`config.mk`:
```
export PLATFORM = sky130hd
export DESIGN_NAME = ow_dim_receiver
export DESIGN_NICKNAME = d
export VERILOG_FILES = /design/src/logic/ow_dim_pkg.sv /design/src/logic/bit_ratio_decoder.sv /design/src/logic/ow_dim_receiver.sv
export SDC_FILE = /design/constraint.sdc
export NUM_CORES = 1
export LEC_CHECK = 0
export ABC_AREA = 1
export BUFFER_PORTS_ARGS = -buffer_cell sky130_fd_sc_hd__buf_2
export CAP_MARGIN = 20
export CORE_UTILIZATION = 54
export DETAILED_ROUTE_END_ITERATION = 8
export HOLD_SLACK_MARGIN = 0.08
export PLACE_DENSITY = 0.69
export SLEW_MARGIN = 30
export SYNTH_ARGS = -nofsm -noshare
export SYNTH_HDL_FRONTEND = slang
export SYNTH_SLANG_ARGS = --single-unit
export TNS_END_PERCENT = 5
```
`constraint.sdc`:
```
create_clock -name sys_clk_i -period 3 [get_ports sys_clk_i]
set_input_delay 0.15 -clock sys_clk_i [delete_from_list [all_inputs] [get_ports sys_clk_i]]
set_output_delay 0.15 -clock sys_clk_i [all_outputs]
set_load 0.01 [all_outputs]
```
`src/logic/ow_dim_pkg.sv`:
```
// Purpose: Constants for the single-wire dimming command receiver
// Assumes: 50 MHz system clock
// Notes:   Times are given in ns; cycle counts are derived from them
package ow_dim_pkg;
  localparam int unsigned CLK_PERIOD_NS        = 20;
  localparam int unsigned END_OF_STREAM_NS     = 3500;
  localparam int unsigned ACK_DELAY_NS         = 3500;
  localparam int unsigned ACK_PULSE_MAX_NS     = 900000;
  // Least times round up, longest time rounds down
  localparam int unsigned EOS_CYCLES       = (END_OF_STREAM_NS + CLK_PERIOD_NS - 1) / CLK_PERIOD_NS;
  localparam int unsigned ACK_DELAY_CYCLES = (ACK_DELAY_NS + CLK_PERIOD_NS - 1) / CLK_PERIOD_NS;
  localparam int unsigned ACK_PULSE_CYCLES = ACK_PULSE_MAX_NS / CLK_PERIOD_NS;
  // Longest bit at 1.1 kbit/s is about 45455 cycles; 17 bits of count suffice
  localparam int unsigned CNT_W            = 17;
  localparam int unsigned BYTE_BITS        = 8;
  localparam int unsigned ACK_FLAG_POS     = 7;
  localparam int unsigned SUBADDR_HI_POS   = 6;
  localparam int unsigned SUBADDR_LO_POS   = 5;
  localparam int unsigned LEVEL_W          = 5;
  localparam logic [4:0]  LEVEL_RESET      = 5'h00;
  // Arbitrary device address; bit 0 is zero as the protocol demands
  localparam logic [7:0]  DEVICE_ADDR_DEFAULT = 8'hA4;
endpackage : ow_dim_pkg

```
`src/logic/bit_ratio_decoder.sv`:
```
// Purpose: Measures one bit period between falling edges and classifies it
// Assumes: Line input already synchronised to sys_clk_i
// Notes:   Counters saturate; a period with no clear 2:1 ratio is flagged bad
`timescale 1ns/1ps
`default_nettype none
module bit_ratio_decoder
  import ow_dim_pkg::*;
(
  input  wire logic sys_clk_i,
  input  wire logic rstn_i,
  input  wire logic line_i,
  input  wire logic fall_i,
  input  wire logic clear_i,
  output logic      bit_valid_o,
  output logic      bit_value_o,
  output logic      bit_bad_o
);
  logic [CNT_W-1:0] low_cnt_reg;
  logic [CNT_W-1:0] high_cnt_reg;
  logic             active_reg;
  wire  logic       low_sat  = &low_cnt_reg;
  wire  logic       high_sat = &high_cnt_reg;
  wire  logic [CNT_W:0] low_x2  = {low_cnt_reg, 1'b0};
  wire  logic [CNT_W:0] high_x2 = {high_cnt_reg, 1'b0};
  wire  logic       is_zero = ({1'b0, low_cnt_reg} >= high_x2) && (high_cnt_reg != '0);
  wire  logic       is_one  = ({1'b0, high_cnt_reg} >= low_x2) && (low_cnt_reg != '0);

  always_ff @(posedge sys_clk_i) begin
    if (!rstn_i || clear_i) begin
      low_cnt_reg  <= '0;
      high_cnt_reg <= '0;
      active_reg   <= 1'b0;
      bit_valid_o  <= 1'b0;
      bit_value_o  <= 1'b0;
      bit_bad_o    <= 1'b0;
    end else begin
      bit_valid_o <= 1'b0;
      bit_bad_o   <= 1'b0;
      if (fall_i) begin
        // Classification only at the closing falling edge
        if (active_reg) begin
          bit_valid_o <= is_zero || is_one;
          bit_bad_o   <= !(is_zero || is_one);
          bit_value_o <= is_one;
        end
        active_reg   <= 1'b1;
        low_cnt_reg  <= '0;
        high_cnt_reg <= '0;
      end else if (active_reg) begin
        if (!line_i && !low_sat)
          low_cnt_reg <= low_cnt_reg + 1'b1;
        if (line_i && !high_sat)
          high_cnt_reg <= high_cnt_reg + 1'b1;
      end
    end
  end
endmodule : bit_ratio_decoder
`default_nettype wire

```
`src/logic/ow_dim_receiver.sv`:
```
// Purpose: Single-wire address/data command receiver with open-drain acknowledge
// Assumes: Host pulls the line high; line_i is asynchronous to sys_clk_i
// Notes:   Bytes are framed by counting eight bits, then a long low
`timescale 1ns/1ps
`default_nettype none
module ow_dim_receiver
  import ow_dim_pkg::*;
#(
  parameter logic [7:0] DEVICE_ADDR = DEVICE_ADDR_DEFAULT
)(
  input  wire logic              sys_clk_i,
  input  wire logic              rstn_i,
  input  wire logic              line_i,
  output logic                   line_o,
  output logic                   line_oe_o,
  output logic [LEVEL_W-1:0]     feedback_reference_o,
  output logic                   level_update_o,
  output logic                   frame_error_o
);
  typedef enum logic [2:0] {
    ST_ADDR  = 3'b000,
    ST_DATA  = 3'b001,
    ST_DELAY = 3'b011,
    ST_ACK   = 3'b010,
    ST_WAIT  = 3'b110
  } rx_state_t;

  rx_state_t        state_reg, state_next;
  logic             sync1_reg, sync2_reg, prev_reg;
  logic [7:0]       shift_reg;
  logic [3:0]       nbits_reg;
  logic [7:0]       addr_reg;
  logic             bad_reg;
  logic [CNT_W-1:0] low_run_reg;
  logic [CNT_W-1:0] oe_run_reg;
  logic [CNT_W-1:0] timer_reg;
  logic             bit_valid, bit_value, bit_bad;

  wire logic fall     = prev_reg && !sync2_reg;
  // A high of start length also occurs inside a 1 bit, so bytes are framed by bit count
  wire logic eos_hit  = !sync2_reg && (nbits_reg == 4'(BYTE_BITS))
                        && (low_run_reg == CNT_W'(EOS_CYCLES - 1));
  wire logic byte_ok  = (nbits_reg == 4'(BYTE_BITS)) && !bad_reg;
  wire logic [7:0] shift_next = {shift_reg[6:0], bit_value};
  wire logic addr_match = (addr_reg == DEVICE_ADDR);
  wire logic data_ok  = byte_ok && addr_match && !shift_reg[SUBADDR_HI_POS]
                        && !shift_reg[SUBADDR_LO_POS];
  wire logic want_ack = data_ok && shift_reg[ACK_FLAG_POS];
  // Delay counted from the last falling edge, that edge being the close of D0
  wire logic delay_done = timer_reg >= CNT_W'(ACK_DELAY_CYCLES - 1);
  wire logic pulse_done = timer_reg == CNT_W'(ACK_PULSE_CYCLES - 1);
  wire logic decoder_clear = (state_reg == ST_ACK) || (state_reg == ST_WAIT);

  bit_ratio_decoder u_dec (
    .sys_clk_i   (sys_clk_i),
    .rstn_i      (rstn_i),
    .line_i      (sync2_reg),
    .fall_i      (fall),
    .clear_i     (decoder_clear || eos_hit),
    .bit_valid_o (bit_valid),
    .bit_value_o (bit_value),
    .bit_bad_o   (bit_bad)
  );

  always_comb begin
    state_next = state_reg;
    case (state_reg)
      ST_ADDR:  if (eos_hit) state_next = byte_ok ? ST_DATA : ST_ADDR;
      ST_DATA:  if (eos_hit) state_next = want_ack ? ST_DELAY : ST_ADDR;
      ST_DELAY: if (delay_done) state_next = ST_ACK;
      ST_ACK:   if (pulse_done) state_next = ST_WAIT;
      ST_WAIT:  if (sync2_reg) state_next = ST_ADDR;
      default:  state_next = ST_ADDR;
    endcase
  end

  always_ff @(posedge sys_clk_i) begin
    if (!rstn_i) begin
      sync1_reg <= 1'b1;
      sync2_reg <= 1'b1;
      prev_reg  <= 1'b1;
    end else begin
      sync1_reg <= line_i;
      sync2_reg <= sync1_reg;
      prev_reg  <= sync2_reg;
    end
  end

  // Low-run counter: end-of-stream low after the closing edge of the eighth bit
  always_ff @(posedge sys_clk_i) begin
    if (!rstn_i || sync2_reg)
      low_run_reg <= '0;
    else if (low_run_reg != CNT_W'(EOS_CYCLES))
      low_run_reg <= low_run_reg + 1'b1;
  end

  always_ff @(posedge sys_clk_i) begin
    if (!rstn_i || eos_hit || decoder_clear) begin
      shift_reg <= shift_reg;
      nbits_reg <= '0;
      bad_reg   <= 1'b0;
      if (!rstn_i) shift_reg <= 8'h00;
    end else if (bit_valid || bit_bad) begin
      shift_reg <= shift_next;
      bad_reg   <= bad_reg || bit_bad || (nbits_reg == 4'(BYTE_BITS));
      if (nbits_reg != 4'(BYTE_BITS)) nbits_reg <= nbits_reg + 1'b1;
    end
  end

  always_ff @(posedge sys_clk_i) begin
    if (!rstn_i) begin
      state_reg            <= ST_ADDR;
      addr_reg             <= 8'h00;
      timer_reg            <= '0;
      feedback_reference_o <= LEVEL_RESET;
      level_update_o       <= 1'b0;
      frame_error_o        <= 1'b0;
    end else begin
      state_reg      <= state_next;
      level_update_o <= 1'b0;
      frame_error_o  <= 1'b0;
      if (state_reg == ST_ADDR && eos_hit) begin
        addr_reg      <= shift_reg;
        frame_error_o <= !byte_ok && (nbits_reg != '0);
      end
      if (state_reg == ST_DATA && eos_hit) begin
        frame_error_o <= !data_ok;
        if (data_ok) begin
          feedback_reference_o <= shift_reg[LEVEL_W-1:0];
          level_update_o       <= 1'b1;
        end
        timer_reg <= CNT_W'(EOS_CYCLES);
      end else if (state_reg != state_next)
        timer_reg <= '0;
      else
        timer_reg <= timer_reg + 1'b1;
    end
  end

  // Open drain: only ever drives low
  assign line_o    = 1'b0;
  assign line_oe_o = (state_reg == ST_ACK);

  // Pulse length is far too long for a repetition, so it is counted here
  always_ff @(posedge sys_clk_i) begin
    if (!rstn_i || !line_oe_o)
      oe_run_reg <= '0;
    else if (oe_run_reg != CNT_W'(ACK_PULSE_CYCLES))
      oe_run_reg <= oe_run_reg + 1'b1;
  end

  property p_ack_len;
    @(posedge sys_clk_i) disable iff (!rstn_i)
      $fell(line_oe_o) |-> $past(oe_run_reg) == CNT_W'(ACK_PULSE_CYCLES - 1);
  endproperty
  a_ack_len: assert property (p_ack_len) else $error("ack pulse length wrong");

  property p_ack_max;
    @(posedge sys_clk_i) disable iff (!rstn_i)
      line_oe_o |-> oe_run_reg < CNT_W'(ACK_PULSE_CYCLES);
  endproperty
  a_ack_max: assert property (p_ack_max) else $error("ack pulse too long");

  property p_ack_cause;
    @(posedge sys_clk_i) disable iff (!rstn_i)
      $rose(line_oe_o) |-> $past(state_reg) == ST_DELAY;
  endproperty
  a_ack_cause: assert property (p_ack_cause) else $error("ack without delay");

  property p_delay_time;
    @(posedge sys_clk_i) disable iff (!rstn_i)
      (state_reg == ST_DATA && state_next == ST_DELAY) |-> ##[1:180] line_oe_o;
  endproperty
  a_delay_time: assert property (p_delay_time) else $error("ack delay too long");

  property p_no_ack_mismatch;
    @(posedge sys_clk_i) disable iff (!rstn_i)
      (state_reg == ST_DATA && eos_hit && !addr_match) |=> state_reg == ST_ADDR;
  endproperty
  a_no_ack_mismatch: assert property (p_no_ack_mismatch) else $error("ack on mismatch");

  property p_level_hold;
    @(posedge sys_clk_i) disable iff (!rstn_i)
      !level_update_o |-> $stable(feedback_reference_o);
  endproperty
  a_level_hold: assert property (p_level_hold) else $error("level changed");

  property p_flag;
    @(posedge sys_clk_i) disable iff (!rstn_i)
      (state_reg == ST_DATA && eos_hit && data_ok && !shift_reg[ACK_FLAG_POS])
        |=> state_reg == ST_ADDR;
  endproperty
  a_flag: assert property (p_flag) else $error("ack without request");

  property p_subaddr;
    @(posedge sys_clk_i) disable iff (!rstn_i)
      (state_reg == ST_DATA && eos_hit
        && (shift_reg[SUBADDR_HI_POS] || shift_reg[SUBADDR_LO_POS])) |=> !level_update_o;
  endproperty
  a_subaddr: assert property (p_subaddr) else $error("bad subaddress taken");

  property p_bit_at_edge;
    @(posedge sys_clk_i) disable iff (!rstn_i)
      bit_valid |-> $past(fall);
  endproperty
  a_bit_at_edge: assert property (p_bit_at_edge) else $error("bit off edge");

  c_update: cover property (@(posedge sys_clk_i) disable iff (!rstn_i) level_update_o);
  c_ack:    cover property (@(posedge sys_clk_i) disable iff (!rstn_i) $rose(line_oe_o));
  c_error:  cover property (@(posedge sys_clk_i) disable iff (!rstn_i) frame_error_o);
endmodule : ow_dim_receiver
`default_nettype wire

```
==> run_results.csv <==
group,metric,value,unit
timing,hold_viol,0,
worst_hold_path,holdPathStages,3,
grt,antenna_found_initial,0,
final_layout,antennaDiodeCount,0,
timing,holdWs,157.4,ps
setup_path,cpPeakStageDelay,450,ps
synthesis,synth_fp_nets,913,
setup_path,crit_slowest_cell,"nor4_1",
grt,grt_max_degree,35,
setup_path,reg2reg_to,"u_dec.high_cnt_reg[13]$_SDFFE_PP0P_",
timing,rsz0062_at_grt,"no",
setup_path,crit_top_cell,"inv_1",
floorplan,ios,12,
setup_path,r2r_slack,540,ps
timing,period_minus_slack,2459,ps
routing,drt_pass1_iterations,5,
clock_network,clk_latency,360,ps
synthesis,synth_area_leaders,"dfxtp_1, nand2_1, ha_1",
routing,via_count,5435,
timing,timing.fmax,406.6,MHz
status,status,"finished clean",
clock_network,cts_buffer_depth,2,
placement,dpl_cell_area,0.006375,mm2
final_layout,syn2layout_area_growth,8.682,%
routing,avgViaCountPerCell,5.287,
pwr,p_per_area,425.9,mW/mm2
synthesis,avgSynthCellArea,7.139,um2
synthesis,yosys_register_bits,106,
final_layout,final_area,0.006719,mm2
clock_network,cts.sinks,106,
final_layout,drive_gt1_share,8.896,%
final_layout,final_util,61.18,%
grt,track_usage,25.32,%
worst_hold_path,worstHoldEndpoint,"addr_reg[7]$_SDFFE_PN0P_",
timing,fin_crit_sh,81.98,%
floorplan,die_w,109.0,um
placement,gp_congestion,0.9612,
clock_network,clk_pin_slew_worst_paths,70,ps
clock_network,h-tree-depth,3,
timing,fin_setup_tns,0,ps
synthesis,synth_top_cell_by_area,"dfxtp_1",
synthesis,synth_edf_count,8,
setup_path,critPathCaptureType,"register",
clock_network,cts_resized,0,
setup_path,worstSetupPathType,"register to register",
floorplan,dieArea,0.01188,mm2
final_layout,nFillCells,1005,
pwr,finalPower,2.862,mW
synthesis,synthCells,866,
synthesis,synthFlopType,"dfxtp_1",
synthesis,netlist_top_cells_count,"nand2_1, nor2_1, inv_1",
setup_path,cp.arrival,2690,ps
setup_path,regToRegStartpoint,"u_dec.high_cnt_reg[10]$_SDFFE_PP0P_",
timing,slew_headroom,54.57,%
setup_path,crit_path_start_kind,"register",
placement,portBuffers,10,
floorplan,fp.coreArea,0.01098,mm2
final_layout,nNetsFinal,930,
worst_hold_path,holdCritStartpoint,"rstn_i",
grt,grt_pass1_wl,23180,um
routing,wirelength,13700,um
timing,setup_viol,0,
grt,grt_pass1_vias,5032,
synthesis,synth_top_area_share,31.73,%
synthesis,yosys_warnings,0,
pwr,peakVddDrop,0.0005727,V
floorplan,row_count,38,
routing,drt-initial-drc-count,376,
synthesis,syn_area,0.006182,mm2
synthesis,synth_most_common_cell,"nand2_1",
routing,ant_nets,0,
synthesis,synthArstFlopShare,0,%
worst_hold_path,hold_class,"primary input to register",
timing,clock-skew-final,6.713,ps
clock_network,cts_inserted_buffers,9,
synthesis,synth_cell_types,39,
floorplan,start_util,56.29,%
routing,wire_per_inst,13.32,um
setup_path,cp_max_fo,9,
clock_network,cts_setup_buffers,0,
synthesis,ys_seq_area_share,35.62,%
grt,grt-ovfl-total,0,
setup_path,rr_worst_depth,12,
setup_path,crit_required,3230,ps
timing,slew_viol_final,0,
timing,tightestPinTransition,678.9,ps
routing,drc,0,
setup_path,worstPathCellList,"inv_1, nor4_1, nor4b_1, ha_1, nor2_1, nand2_2, nor3_2, nand3b_1, inv_1, nand2_1, o21ai_0, nor3b_1",
floorplan,die_h,109.0,um
placement,hpwl,10520,um
job,max_cap_viol_count,0,
clock_network,cts_root_buf,"clkbuf_16",
pwr,p_leak,2.785,nW
clock_network,cts_tree,"yes",
area by class of cell:
class	count	area (um2)	area share [%]
multi-input combinational	625	3445	51.27
sequential	106	2202	32.77
inverter	126	473.0	7.039
clock buffer	10	239.0	3.557
tap	140	175.2	2.607
clock inverter	6	95.09	1.415
timing repair buffer	15	90.09	1.341
repair_timing:
| item | 4_1_cts | 5_1_grt |
|---|---|---|
| endpoints found under the hold margin | 1 | 0 |
| hold buffers | 1 | 0 |
| setup endpoints to repair | 0 | 0 |
power by group:
part	internal, mW	switching (mW)
sequential	1.44	0.00937
combinational	0.0244	0.0619
clock	0.764	0.566
logic make-up after synthesis:
kind of cell	share of synthesized area, %
AO/OA/AOI/OAI	8.055
XOR/XNOR	3.400
adder cells (fa/ha/maj)	8.905
buffers and inverters	8.662
flip-flops	35.62
other	0.06066
AND/OR/NAND/NOR	35.30
critical path, delay by kind of cell, from the launching register on:
| kind | cells | cell delay (ps) |
|---|---|---|
| and+or+nand+nor | 8 | 1420 |
| buffers and inverters | 2 | 190 |
| AOI/OAI and AO/OA | 1 | 90 |
| DFF | 1 | 430 |
| adders and majority gates | 1 | 200 |
per-layer routing:
| metal | global-route usage [%] | share of wire [%] | vias to the layer above |
|---|---|---|---|
| met5 | 0 | 0 | - |
| met4 | 8.301 | 1.7 | 0 |
| met3 | 6.455 | 3.7 | 18 |
| met2 | 42.86 | 49 | 96 |
| met1 | 31.19 | 46 | 2487 |
| li1 | - | - | 2834 |
cell usage in the layout (no fill, tap or decap), types with 3 or more instances in the layout:
cell,netlist,final
nand3b_1,4,4
nor3b_1,8,8
nor2_4,13,13
nand3_2,3,3
o21ai_1,3,3
nor2_1,131,131
dfxtp_1,98,98
o21ai_0,35,35
nor3_1,26,26
nand2_2,4,4
nor3_2,3,3
buf_4,2,4
nand3_1,42,42
nor2_2,6,6
or2_2,4,4
inv_2,8,8
edfxtp_1,8,8
a21oi_1,56,56
nand2_4,3,3
nand2_1,172,172
nand4_1,25,25
clkbuf_16,0,9
inv_1,116,116
ha_1,44,44
xor2_1,22,22
buf_2,4,10
nor4_1,8,8
through the flow:
stage	std cells	setup slack [ps]
4_1_cts	1028	543.3
2_1_floorplan	866	918.0
6_report	1028	540.7
3_5_place_dp	1011	581.6
3_3_place_gp	1011	701.7
5_1_grt	1028	290.4
how the worst max path moves through the flow:
stage / depth (start not counted) / from / slack [ps] / to
floorplan: 9 / low_run_reg[0]$_SDFFE_PP0P_ / 920 / shift_reg[0]$_SDFFCE_PP0P_
global placement: 12 / u_dec.high_cnt_reg[11]$_SDFFE_PP0P_ / 700 / u_dec.high_cnt_reg[13]$_SDFFE_PP0P_
detailed placement: 14 / u_dec.high_cnt_reg[9]$_SDFFE_PP0P_ / 580 / u_dec.high_cnt_reg[13]$_SDFFE_PP0P_
CTS: 14 / u_dec.high_cnt_reg[9]$_SDFFE_PP0P_ / 540 / u_dec.high_cnt_reg[13]$_SDFFE_PP0P_
global route: 14 / u_dec.high_cnt_reg[9]$_SDFFE_PP0P_ / 290 / u_dec.high_cnt_reg[13]$_SDFFE_PP0P_
finish: 12 / u_dec.high_cnt_reg[10]$_SDFFE_PP0P_ / 540 / u_dec.high_cnt_reg[13]$_SDFFE_PP0P_
(Power assumes the default switching activity.)
